$ cat config.mk
export PLATFORM = sky130hd
export DESIGN_NAME = ism_source_map
export DESIGN_NICKNAME = d
export VERILOG_FILES = /design/src/inc/ism_pkg.sv /design/src/core/ism_prio_pick.sv /design/src/core/ism_source_map.sv
export SDC_FILE = /design/constraint.sdc
export NUM_CORES = 1
export LEC_CHECK = 0
export ABC_AREA = 1
export BUFFER_PORTS_ARGS = -buffer_cell sky130_fd_sc_hd__clkbuf_2
export CAP_MARGIN = 20
export CORE_AREA = 2 2 182 184
export DETAILED_ROUTE_END_ITERATION = 10
export DIE_AREA = 0 0 184 186
export PLACE_DENSITY = 0.51
export SYNTH_ARGS = -nofsm -noshare
export SYNTH_HDL_FRONTEND = slang
export SYNTH_SLANG_ARGS = --single-unit
export TNS_END_PERCENT = 30
$ cat constraint.sdc
create_clock -name sys_clk_i -period 19.85 [get_ports sys_clk_i]
set_input_delay 0 -clock sys_clk_i [delete_from_list [all_inputs] [get_ports sys_clk_i]]
set_output_delay 0 -clock sys_clk_i [all_outputs]
set_load 0.05 [all_outputs]
$ cat src/inc/ism_pkg.sv
// Constants and helpers for the interrupt source map.
// Assumes a single system clock; no software-visible registers.
package ism_pkg;

   // ---------------------------------------------------------------
   // Sizes
   // ---------------------------------------------------------------
   localparam int unsigned NUM_SRC = 20;    // Vectored peripheral sources
   localparam int unsigned ID_W = 5;        // Source ID width
   localparam int unsigned EXC_W = 6;       // Exception number width
   localparam int unsigned VEC_W = 8;       // Vector byte offset width
   localparam int unsigned PRIO_W = 4;      // Priority field width
   localparam int unsigned NUM_PRIO = 16;   // Programmable priority levels
   localparam int unsigned FLAG_W = 8;      // Internal flags per peripheral
   localparam int unsigned WAKE_OPT_W = 3;  // Optional wake source enables

   // ---------------------------------------------------------------
   // Numbering
   // ---------------------------------------------------------------
   localparam logic [EXC_W-1:0] EXC_BASE = 6'h10;      // First peripheral exception
   localparam logic [ID_W-1:0] ID_MAX = 5'h13;         // Highest source ID
   localparam logic [PRIO_W-1:0] PRIO_LOWEST = 4'hF;   // Idle priority value

   // ---------------------------------------------------------------
   // Source IDs
   // ---------------------------------------------------------------
   localparam logic [ID_W-1:0] SRC_PULSE_CH1 = 5'h00;  // Pulse generator ch1
   localparam logic [ID_W-1:0] SRC_PULSE_CH6 = 5'h05;  // Pulse generator ch6
   localparam logic [ID_W-1:0] SRC_SYS_CTRL = 5'h06;   // System controller
   localparam logic [ID_W-1:0] SRC_MAC = 5'h07;        // MAC
   localparam logic [ID_W-1:0] SRC_AES = 5'h08;        // AES codec
   localparam logic [ID_W-1:0] SRC_PHY = 5'h09;        // PHY controller
   localparam logic [ID_W-1:0] SRC_SERIAL_A = 5'h0A;   // Serial port a
   localparam logic [ID_W-1:0] SRC_SERIAL_B = 5'h0B;   // Serial port b
   localparam logic [ID_W-1:0] SRC_SPI_SLV = 5'h0C;    // SPI slave
   localparam logic [ID_W-1:0] SRC_SPI_MST = 5'h0D;    // SPI master
   localparam logic [ID_W-1:0] SRC_I2C = 5'h0E;        // I2C master/slave
   localparam logic [ID_W-1:0] SRC_TIMER_A = 5'h0F;    // General timer a
   localparam logic [ID_W-1:0] SRC_TIMER_B = 5'h10;    // General timer b
   localparam logic [ID_W-1:0] SRC_TIMER_ADC = 5'h11;  // Timer ADC
   localparam logic [ID_W-1:0] SRC_ANALOG = 5'h12;     // Analog peripheral
   localparam logic [ID_W-1:0] SRC_WATCHDOG = 5'h13;   // Watchdog

   // ---------------------------------------------------------------
   // Helpers
   // ---------------------------------------------------------------
   // Exception number of a source ID
   function automatic logic [EXC_W-1:0] ism_exc_of(input logic [ID_W-1:0] id);
      ism_exc_of = EXC_BASE + {1'b0, id};
   endfunction

   // Vector table byte offset of an exception number
   function automatic logic [VEC_W-1:0] ism_vec_of(input logic [EXC_W-1:0] exc);
      ism_vec_of = {exc, 2'b00};
   endfunction

endpackage : ism_pkg

$ cat src/core/ism_prio_pick.sv
// Combinational pick of the most urgent pending source.
// Assumes requests and priorities are stable in the system clock domain.
module ism_prio_pick
   import ism_pkg::*;
(
   input wire logic [NUM_SRC-1:0] req_i,             // Pending request lines
   input wire logic [NUM_SRC-1:0][PRIO_W-1:0] prio_i, // Per-source priority
   output logic valid_o,                             // Any source pending
   output logic [ID_W-1:0] id_o,                     // Winning source ID
   output logic [PRIO_W-1:0] prio_o                  // Winning priority
);

   // ----------------------------------------------------------------
   // Search
   // ----------------------------------------------------------------
   // Lower value is more urgent; on a tie the lower ID wins, so scan
   // upward and replace only on a strictly better value.
   always_comb begin
      valid_o = 1'b0;
      id_o = '0;
      prio_o = PRIO_LOWEST;
      for (int i = 0; i < NUM_SRC; i++) begin
         if (req_i[i] && (!valid_o || prio_i[i] < prio_o)) begin
            valid_o = 1'b1;
            id_o = ID_W'(i);
            prio_o = prio_i[i];
         end
      end
   end

endmodule // ism_prio_pick

$ cat src/core/ism_source_map.sv
// Interrupt source map: merges peripheral flags onto one request line
// per source, tracks software-raised interrupts, and presents the most
// urgent source with its exception number and vector offset.
// Assumes all peripheral inputs come from logic on sys_clk_i.
//
// Operation
// - One request line per peripheral, flags merged
// - Exception number equals source ID plus 16
// - Vector offset is four times exception number
// - Software raises interrupts by ID 0 to 19
// - IDs 0-5 pulse channels, 6-9 system blocks
// - IDs 10-19 serial, SPI, I2C, timers, analog, watchdog
// - Twenty vectored peripheral sources in total
// - Sixteen priority levels per source
// - In sleep only wake sources stay alive
module ism_source_map
   import ism_pkg::*;
(
   input wire logic sys_clk_i,                               // System clock
   input wire logic rst_b_i,                                 // Async reset, low
   input wire logic [NUM_SRC-1:0][FLAG_W-1:0] periph_flag_i,    // Peripheral flags
   input wire logic [NUM_SRC-1:0][FLAG_W-1:0] periph_flag_en_i, // Flag enables
   input wire logic [NUM_SRC-1:0][PRIO_W-1:0] prio_i,        // Source priorities
   input wire logic sw_set_i,                                // Software raise pulse
   input wire logic [ID_W-1:0] sw_set_id_i,                  // ID to raise
   input wire logic sw_clr_i,                                // Software clear pulse
   input wire logic [ID_W-1:0] sw_clr_id_i,                  // ID to clear
   input wire logic sleep_i,                                 // Sleep or deep sleep
   input wire logic digital_pin_irq_i,                       // Digital pin event
   input wire logic pulse_cnt_irq_i,                         // Pulse counter event
   input wire logic wake_timer_irq_i,                        // Wake-up timer event
   input wire logic comparator_irq_i,                        // Analog comparator event
   input wire logic [WAKE_OPT_W-1:0] wake_opt_en_i,          // Optional wake enables
   output logic [NUM_SRC-1:0] irq_req_o,                     // Lines to nested_vector_irq_ctrl
   output logic pend_valid_o,                                // A source is pending
   output logic [ID_W-1:0] pend_id_o,                        // Pending source ID
   output logic [EXC_W-1:0] pend_exc_o,                      // Its exception number
   output logic [VEC_W-1:0] pend_vec_o,                      // Its vector byte offset
   output logic [PRIO_W-1:0] pend_prio_o,                    // Its priority
   output logic wake_o                                       // Wake request in sleep
);

   // ----------------------------------------------------------------
   // Declarations
   // ----------------------------------------------------------------
   logic [NUM_SRC-1:0] merged; // Per-source OR of enabled flags
   logic [NUM_SRC-1:0] sw_pend_q; // Software-raised pending bits
   logic [NUM_SRC-1:0] irq_req_q; // Registered request lines
   logic [NUM_SRC-1:0] irq_req_d; // Next request lines
   logic pick_valid; // Selector found a source
   logic [ID_W-1:0] pick_id; // Selector winner
   logic [PRIO_W-1:0] pick_prio; // Selector winner priority
   logic pend_valid_q; // Registered pending flag
   logic [ID_W-1:0] pend_id_q; // Registered pending ID
   logic [EXC_W-1:0] pend_exc_q; // Registered exception number
   logic [VEC_W-1:0] pend_vec_q; // Registered vector offset
   logic [PRIO_W-1:0] pend_prio_q; // Registered priority
   logic wake_q; // Registered wake request
   logic wake_d; // Next wake request

   // ----------------------------------------------------------------
   // Flag merge
   // ----------------------------------------------------------------
   // Each peripheral's enabled flags collapse to one line, so a source
   // keeps requesting until software has cleared every enabled flag.
   always_comb begin
      for (int i = 0; i < NUM_SRC; i++) begin
         merged[i] = |(periph_flag_i[i] & periph_flag_en_i[i]);
      end
   end

   // ----------------------------------------------------------------
   // Software-raised pending bits
   // ----------------------------------------------------------------
   // Indexed by interrupt number; IDs past the last source are ignored.
   // A set in the same cycle as a clear of that bit wins.
   always_ff @(posedge sys_clk_i or negedge rst_b_i) begin
      if (!rst_b_i) begin
         sw_pend_q <= '0;
      end else begin
         for (int i = 0; i < NUM_SRC; i++) begin
            if (sw_set_i && sw_set_id_i == ID_W'(i) && sw_set_id_i <= ID_MAX) begin
               sw_pend_q[i] <= 1'b1;
            end else if (sw_clr_i && sw_clr_id_i == ID_W'(i)) begin
               sw_pend_q[i] <= 1'b0;
            end
         end
      end
   end

   // ----------------------------------------------------------------
   // Request lines
   // ----------------------------------------------------------------
   // Bit position equals source ID; the controller is unpowered in
   // sleep, so every line drops while sleep_i is high.
   always_comb begin
      if (sleep_i) begin
         irq_req_d = '0;
      end else begin
         irq_req_d = merged | sw_pend_q;
      end
   end

   // Register the lines so the core sees glitch-free levels
   always_ff @(posedge sys_clk_i or negedge rst_b_i) begin
      if (!rst_b_i) begin
         irq_req_q <= '0;
      end else begin
         irq_req_q <= irq_req_d;
      end
   end

   // ----------------------------------------------------------------
   // Priority selection
   // ----------------------------------------------------------------
   ism_prio_pick u_pick (
      .req_i(irq_req_q),
      .prio_i(prio_i),
      .valid_o(pick_valid),
      .id_o(pick_id),
      .prio_o(pick_prio)
   );

   // Register the winner together with its exception and vector slot
   always_ff @(posedge sys_clk_i or negedge rst_b_i) begin
      if (!rst_b_i) begin
         pend_valid_q <= 1'b0;
         pend_id_q <= '0;
         pend_exc_q <= '0;
         pend_vec_q <= '0;
         pend_prio_q <= PRIO_LOWEST;
      end else if (sleep_i || !pick_valid) begin
         // Nothing to present
         pend_valid_q <= 1'b0;
         pend_id_q <= '0;
         pend_exc_q <= '0;
         pend_vec_q <= '0;
         pend_prio_q <= PRIO_LOWEST;
      end else begin
         pend_valid_q <= 1'b1;
         pend_id_q <= pick_id;
         pend_prio_q <= pick_prio;
         pend_exc_q <= ism_exc_of(pick_id);
         pend_vec_q <= ism_vec_of(ism_exc_of(pick_id));
      end
   end

   // ----------------------------------------------------------------
   // Wake logic
   // ----------------------------------------------------------------
   // Digital pin events always wake; the other three only if enabled.
   always_comb begin
      wake_d = sleep_i && (digital_pin_irq_i
         || (wake_opt_en_i[0] && pulse_cnt_irq_i)
         || (wake_opt_en_i[1] && wake_timer_irq_i)
         || (wake_opt_en_i[2] && comparator_irq_i));
   end

   // Register the wake request
   always_ff @(posedge sys_clk_i or negedge rst_b_i) begin
      if (!rst_b_i) begin
         wake_q <= 1'b0;
      end else begin
         wake_q <= wake_d;
      end
   end

   // ----------------------------------------------------------------
   // Outputs
   // ----------------------------------------------------------------
   assign irq_req_o = irq_req_q;
   assign pend_valid_o = pend_valid_q;
   assign pend_id_o = pend_id_q;
   assign pend_exc_o = pend_exc_q;
   assign pend_vec_o = pend_vec_q;
   assign pend_prio_o = pend_prio_q;
   assign wake_o = wake_q;

   // ----------------------------------------------------------------
   // Assertions
   // ----------------------------------------------------------------
   merge_flag_a: assert property (
      @(posedge sys_clk_i) disable iff (!rst_b_i)
      (!sleep_i && |(periph_flag_i[SRC_PULSE_CH1] & periph_flag_en_i[SRC_PULSE_CH1]))
      |=> irq_req_o[SRC_PULSE_CH1])
      else $error("merged flag did not raise its line");

   exc_number_a: assert property (
      @(posedge sys_clk_i) disable iff (!rst_b_i)
      pend_valid_o |-> (pend_exc_o == pend_id_o + 6'h10) && pend_exc_o <= 6'h23)
      else $error("exception number not ID plus 16");

   vec_offset_a: assert property (
      @(posedge sys_clk_i) disable iff (!rst_b_i)
      pend_valid_o |-> pend_vec_o == 8'(pend_exc_o * 4) && pend_vec_o <= 8'h8C)
      else $error("vector offset not four times exception");

   sw_raise_a: assert property (
      @(posedge sys_clk_i) disable iff (!rst_b_i)
      (sw_set_i && sw_set_id_i == SRC_WATCHDOG && !sleep_i && !$past(sleep_i))
      ##1 !sleep_i |=> irq_req_o[SRC_WATCHDOG])
      else $error("software raise did not reach its line");

   phy_slot_a: assert property (
      @(posedge sys_clk_i) disable iff (!rst_b_i)
      (!sleep_i && |(periph_flag_i[SRC_PHY] & periph_flag_en_i[SRC_PHY]))
      |=> irq_req_o[9])
      else $error("PHY flag not on line 9");

   serial_slot_a: assert property (
      @(posedge sys_clk_i) disable iff (!rst_b_i)
      (!sleep_i && |(periph_flag_i[SRC_SERIAL_B] & periph_flag_en_i[SRC_SERIAL_B]))
      |=> irq_req_o[11])
      else $error("serial port b flag not on line 11");

   src_range_a: assert property (
      @(posedge sys_clk_i) disable iff (!rst_b_i)
      pend_valid_o |-> pend_id_o < 5'd20 && $past(irq_req_o) != '0)
      else $error("pending ID outside the twenty sources");

   prio_win_a: assert property (
      @(posedge sys_clk_i) disable iff (!rst_b_i)
      (irq_req_o[0] && prio_i[0] == 4'h0 && !sleep_i)
      |=> pend_valid_o && pend_id_o == 5'h00 && pend_prio_o == 4'h0)
      else $error("most urgent source not presented");

   sleep_gate_a: assert property (
      @(posedge sys_clk_i) disable iff (!rst_b_i)
      sleep_i |=> irq_req_o == '0 && !pend_valid_o && wake_o == $past(wake_d))
      else $error("lines active during sleep");

   // A digital pin event must wake the device whatever the options say
   pin_wake_a: assert property (
      @(posedge sys_clk_i) disable iff (!rst_b_i)
      (sleep_i && digital_pin_irq_i) |=> wake_o)
      else $error("digital pin event did not wake");

   // No wake request is raised while the device is awake
   awake_quiet_a: assert property (
      @(posedge sys_clk_i) disable iff (!rst_b_i)
      !sleep_i |=> !wake_o)
      else $error("wake raised while awake");

   level_drop_a: assert property (
      @(posedge sys_clk_i) disable iff (!rst_b_i)
      (!sleep_i && !merged[SRC_MAC] && !sw_pend_q[SRC_MAC]) |=> !irq_req_o[SRC_MAC])
      else $error("line stayed high after flags cleared");

endmodule // ism_source_map

* After elaboration in Yosys (flattened, before gate mapping)
Cells that the tools add are included.
** Cells by class
- Mux-type cells :: 105
- Bitwise gates (word level) :: 21
- Divide/modulo/power cells :: 0
- Reduce and logical (&&, ||, !) cells :: 168
- Equality and inequality tests :: 38
- Magnitude comparators :: 20
- $add $sub $neg :: 1
- Shift-type cells :: 0
- Multipliers :: 0
** Operator list (number)
- bitwise AND 8 bit :: 20
- OR reduction 8 bit :: 20
- 2-to-1 mux 4 bit :: 29
- logical AND 1 bit :: 83
- == test 5 x 4 -> 1 bit, second input constant :: 16
- < comparator 4 bit :: 19
- 2-to-1 mux 1 bit :: 62
- == test 5 x 3 -> 1 bit, second input constant :: 8
- == test 5 bit, second input constant :: 8
- nonzero test 2 bit :: 20
- 2-to-1 mux 5 bit :: 5
- logical OR 1 bit :: 23
- == test 5 x 2 -> 1 bit, second input constant :: 4
- zero test 1 bit :: 20
- 2-to-1 mux 20 bit :: 1
- OR 20 bit :: 1
- 2-to-1 mux 3 bit :: 4
- == test 5 x 1 -> 1 bit, second input constant :: 2
- zero test 5 bit :: 2
- 2-to-1 mux 8 bit :: 1
- adder 5 x 5 -> 6 bit, first input constant :: 1
- 2-to-1 mux 6 bit :: 1
- less-or-equal comparator 5 bit, second input constant :: 1
- 2-to-1 mux 2 bit :: 2
** Storage, ports and cells
- Input bits :: 422
- Output and inout port bits :: 45
- Latch bits :: 0
- Flip-flop bits (word level) :: 65
- ROM bits :: 0
- Memories :: 0
- RAM bits :: 0

* Logic depth before layout (Yosys ltp)
- Depth after elaboration :: 80
- Gate-level depth with buffers :: 175
- Depth with buffers taken out :: 175

* By module
Synthesis repeated with hierarchy kept, for this count alone.
** Second synthesis, totals
- Cells, all modules :: 1262
- Area, all modules :: 6859.1 um2
** Modules (own cells, without submodules)
- ism_prio_pick :: cells an instance 741, area an instance 3601.0 um2, sequential area each 0.0 um2, times used 1
- ism_source_map :: cells an instance 521, area an instance 3258.1 um2, sequential area each 1306.3 um2, times used 1

* Least setup slack after synthesis
No wires, ideal clock.
- Path type :: register -> register
- From :: reg irq_req_q[0], in the netlist irq_req_o[0]
- To :: reg pend_id_q[2], in the netlist pend_id_o[2]
- Cell stages (with the launch flop) :: 154
- Slack :: 2123 ps
- Path buffers :: 0
- Arrival :: 17592 ps
- Setup time :: 135 ps
- Data required time :: 19715 ps
- Path through :: dfrtp_1 > inv_1 > nor2_1 > ha_1 > inv_1 > a21oi_1 > nand3_1 > nand2_1 > nand2_2 > nand2_4 > o21ai_0 > ha_1 > inv_1 > o21bai_1 > inv_2 > nand2_2 > nand2_4 > nand2_4 > (+118 left out) > nand2_1 > nand2_1 > nand2_1 > nand2_2 > o21ai_0 > ha_1 > a21oi_1 > nand2_1 > nand2_2 > nand2_2 > o21ai_0 > ha_1 > a21oi_1 > nand2_2 > nand2_4 > nand2_4 > nand2_1 > nor2_1
** Between the ends
- Longest elaborated chain between the ends :: 80
- Elaborated cells on any way between the ends :: 134
- Those cells by class :: order compare (19); mux (56); reduce/logical (59)
** Ends and longest elaborated chain
- from (decl) :: line ism_source_map.sv:48 : logic [NUM_SRC-1:0] irq_req_q;
- from (signal assigned) :: line ism_source_map.sv:109 : irq_req_q <= irq_req_d;
- 2-to-1 mux 4 bit / 2-to-1 mux 1 bit (equally long branches) :: line ism_prio_pick.sv:23 : if (req_i[i] && (!valid_o || prio_i[i] < prio_o)) begin
- < comparator 4 bit / zero test 1 bit (equally long branches) :: line ism_prio_pick.sv:23
- logical OR 1 bit :: line ism_prio_pick.sv:23
- logical AND 1 bit :: line ism_prio_pick.sv:23
- 2-to-1 mux 4 bit / 2-to-1 mux 1 bit (equally long branches) :: line ism_prio_pick.sv:23
- < comparator 4 bit / zero test 1 bit (equally long branches) :: line ism_prio_pick.sv:23
- logical OR 1 bit :: line ism_prio_pick.sv:23
- logical AND 1 bit :: line ism_prio_pick.sv:23
- (+64 left out)
- 2-to-1 mux 4 bit / 2-to-1 mux 1 bit (equally long branches) :: line ism_prio_pick.sv:23
- < comparator 4 bit / zero test 1 bit (equally long branches) :: line ism_prio_pick.sv:23
- logical OR 1 bit :: line ism_prio_pick.sv:23
- logical AND 1 bit :: line ism_prio_pick.sv:23
- 2-to-1 mux 1 bit :: line ism_prio_pick.sv:23
- zero test 1 bit :: line ism_source_map.sv:132 : end else if (sleep_i || !pick_valid) begin
- logical OR 1 bit :: line ism_source_map.sv:132
- 2-to-1 mux 5 bit * :: line ism_source_map.sv:132
- to (signal assigned) :: line ism_source_map.sv:141 : pend_id_q <= pick_id;
- to (decl) :: line ism_source_map.sv:54 : logic [ID_W-1:0] pend_id_q;
Mark *: on every way between the ends. The rest lies on a longest branch, timed or not.
A chain may end at the register's enable or synchronous reset.

* Final worst setup path
- From :: reg irq_req_q[0], in the netlist irq_req_o[0]
- To :: reg pend_id_q[0], in the netlist pend_id_o[0]
The elaborated chain is that of the path after synthesis.

==> qor.csv <==
stage,metric,value,unit
outcome,outcome,finished with violations,
outcome,failing checks,negative hold slack,
worst_setup_path,CP arrival,17.91,ns
routing,routed vias,8586,
worst_setup_path,CP max stage delay,0.44,ns
yosys,Synth Area per Inst,5.94,um2
pwr,Peak supply drop,46.7,uV
floorplanning,Die X-Extent,184,um
routing,WL final,27500,um
finish,"non-filler cells, final",1982,
yosys,"Cell Area, Synth",6240,um2
clocking,root buf cell,clkbuf_16,
worst_setup_path,CP Launch Type,register,
hold_path,WHS Endpoint,irq_req_o[5]$_DFF_PN0_,
floorplanning,Initial Util,0.194,
pwr,combinational power share,0.741,
global_routing,antenna violations before repair,0,
clocking,Sink Count,52,
yosys,Syn Inst Count,1051,
clocking,CTS Buffer Depth,2,
clocking,Worst-Skew Late Latency,0.31,ns
finish,Ant. Diodes,0,
floorplanning,Rows,66,
global_routing,largest net degree at the start of global routing,53,
worst_setup_path,CP max FO,10,
global_routing,vias in the first global route,8572,
routing,wire per inst,13.9,um
timing,Setup-failing EPs final,0,
global_routing,GRT Total Usage,0.157,
place,global placer's final weighted congestion,0.889,
yosys,Synth Area in Simple Gates,0.491,
pwr,pwr dens,101,nW/um2
floorplanning,die outline area,34200,um2
run,max cap viols,0,
finish,layout cells sized above 1,0.374,
clocking,register clock-pin slew on the reported worst setup and hold paths,0.09,ns
floorplanning,Top Ports,467,
timing,WHS,-0.00176,ns
yosys,sequential element share of the synthesized area,0.209,
worst_setup_path,Reg-to-Reg Start,irq_req_o[0]$_DFF_PN0_,
timing,final cycle utilization of the critical path,0.891,
global_routing,first-pass GRT wire length,42200,um
pwr,Switch Pwr,551,uW
finish,multi-input logic area,4460,um2
yosys,largest family of logic cells by synthesized area,simple AND/OR/NAND/NOR gates,
routing,DRT iter0 DRCs,301,
hold_path,worst min path class,in2reg,
timing,final hold vios,1,
place,IO buf count,464,
routing,drt pass-1 iters,4,
worst_setup_path,Worst path most repeated cell,nand2_1,
worst_setup_path,Crit Path Class,reg2reg,
yosys,mux cell area share after synthesis,0,
timing,worst-margin pin slew,0.800,ns
worst_setup_path,worst r2r dst,pend_id_o[0]$_DFF_PN0_,
worst_setup_path,CP startpoint,irq_req_o[0]$_DFF_PN0_,
yosys,Synth Register Bits,52,
pwr,internal power,441,uW
pwr,Clock Power Share,0.101,
pwr,sequential power share,0.158,
clocking,CTS H-tree lvls,2,
yosys,Adder-Cell Fraction of Synth Area,0.0481,
yosys,synth warn,0,
place,DP HPWL,23600,um
timing,Max Slew Vio Count,0,
yosys,Synth Area in Compound Gates,0.151,
place,placed insts,1910,
routing,Avg Vias per Cell,4.33,
yosys,XOR/XNOR Fraction of Synth Area,0,
worst_setup_path,Worst Reg-to-Reg Cells,172,
worst_setup_path,worst path required time,20.08,ns
worst_setup_path,Worst Setup End Kind,register,
clocking,TritonCTS clock tree,yes,
finish,fillers,3583,
worst_setup_path,Crit-path slowest cell,dfrtp_2,
pwr,Tot Pwr,993,uW
clocking,total CTS buffers,5,
timing,Max transition margin,0.467,
timing,min Tclk post-route,17.68,ns
hold_path,worst hold stages,3,
floorplanning,Core ar.,32200,um2
routing,DRC,0,
worst_setup_path,flop-to-flop setup slack,2.17,ns
finish,# nets final,2019,
pwr,Switching Fraction,0.556,
hold_path,Hold Crit Start,periph_flag_en_i[45],
timing,Fmax achieved,56.5,MHz
finish,Reg area,1310,um2
yosys,Netlist cell types,30,
floorplanning,chip height,186,um
pwr,P_leak,5.75,nW
finish,area grow syn2layout,58.3,%
global_routing,GRT overflow,0,
routing,ANT nets after route,0,
timing,final clock skew,0.0104,ns
-- registers in the layout, summed over array words and instances (netlist names) --
signal and count:
pend_vec_o 2, pend_prio_o 4, pend_valid_o 1, sw_pend_q 20, wake_o 1, pend_id_o 4, irq_req_o 20
-- cells in the final DEF, fill, tap and decap left out, types with 22 or more instances in the layout --
cell type      synthesis  final
a21oi_1               31     29
clkbuf_2               0    463
nand2_2               35     35
nand3_1              144    144
ha_1                  24     23
nand2_4               25     26
inv_1                124    124
nand2_1              385    382
dfrtp_1               48     47
o21ai_0               45     22
dlygate4sd3_1          0     47
nor2_1                66     65
-- metrics by stage --
step / utilization / hold WS [ns] / TNS (ns) / setup WS, ns / instance area (um2)
finish: 0.307 / -0.00176 / 0 / 2.17 / 9870
global route: 0.307 / 0.0116 / -0.774 / -0.106 / 9870
CTS: 0.298 / 0.000648 / 0 / 0.00367 / 9600
detailed placement: 0.279 / 0.230 / 0 / 0.00388 / 8980
global placement: 0.279 / 0.220 / 0 / 0.694 / 8980
floorplan: - / -0.296 / 0 / 2.12 / 6240
-- per-layer routing --
metal  track usage  vias up  routed length (um)
met5             0        -                   0
met4        0.0278        0                 267
met3        0.0186       17                1260
met2         0.281      278               13500
met1         0.202     3805               12600
li1              -     4486                   -
-- critical path: cells and delay by family (launching register included) --
kind	cells	cell delay [ns]
adders and majority gates	19	5.30
DFF	1	0.44
AOI/OAI and AO/OA	36	3.31
buffers and inverters	34	1.91
and+or+nand+nor	83	6.56
-- Yosys cell counts --
cell type | instances | area [um2]
a41oi_1 | 20 | 175
a22o_1 | 3 | 26.3
nand2_1 | 385 | 1450
o31ai_1 | 2 | 15.0
nor2_1 | 66 | 248
a22oi_1 | 1 | 7.51
or2_2 | 2 | 12.5
a31oi_1 | 2 | 12.5
dfstp_2 | 4 | 105
a32o_1 | 1 | 10.0
nand3_1 | 144 | 721
o21ai_0 | 45 | 225
o21ai_1 | 1 | 5.00
inv_1 | 124 | 465
inv_2 | 5 | 18.8
a221oi_1 | 20 | 175
o21bai_1 | 16 | 120
ha_1 | 24 | 300
and2_1 | 1 | 6.26
nand2_2 | 35 | 219
clkbuf_1 | 2 | 7.51
nand2_4 | 25 | 282
clkinv_1 | 9 | 33.8
a21boi_0 | 2 | 15.0
nor3_1 | 5 | 25.0
a21oi_1 | 31 | 155
conb_1 | 1 | 3.75
nand3b_1 | 14 | 105
buf_4 | 13 | 97.6
dfrtp_1 | 48 | 1200
-- timing repair --
item / in CTS / in global routing
resized for setup: 2 / 55
setup endpoints to repair: 10 / 10
hold buffers: 47 / 0
endpoints found under the hold margin: 67 / 0
setup buffers: 0 / 17
pin swaps: 0 / 15
-- worst max-delay path by stage --
stage | slack [ns] | to | cells past startpoint
after CTS | 0.004 | pend_id_o[0]$_DFF_PN0_ | 154
final | 2.17 | pend_id_o[0]$_DFF_PN0_ | 172
after detailed placement | 0.004 | pend_id_o[2]$_DFF_PN0_ | 155
after global routing | -0.11 | pend_vec_o[6]$_DFF_PN0_ | 174
after floorplan | 2.12 | pend_id_o[2]$_DFF_PN0_ | 153
after global placement | 0.69 | pend_id_o[1]$_DFF_PN0_ | 154
-- layout make-up --
class,count,share of cell area
repair buffers,529,0.297
well taps,408,0.0517
inverters,138,0.0525
multi-input cells,847,0.451
clock buffers,5,0.0127
flip-flops and latches,52,0.132
clock inverters,3,0.00279
-- power groups by stage --
stage / Combinational [mW] / Clock [mW] / Sequential (mW)
3_5_place_dp: 0.666 / 0 / 0.160
5_1_grt: 0.843 / 0.111 / 0.161
6_report: 0.735 / 0.101 / 0.157
2_1_floorplan: 0.470 / 0 / 0.189
3_3_place_gp: 0.659 / 0 / 0.160
4_1_cts: 0.678 / 0.106 / 0.158
-- kinds of logic after synthesis --
| group | Yosys count |
|---|---|
| buffers and inverters | 153 |
| DFF | 52 |
| adders and majority gates | 24 |
| other | 1 |
| AOI/OAI and AO/OA | 144 |
| and+or+nand+nor | 677 |
Power figures use the tool's default switching activity.
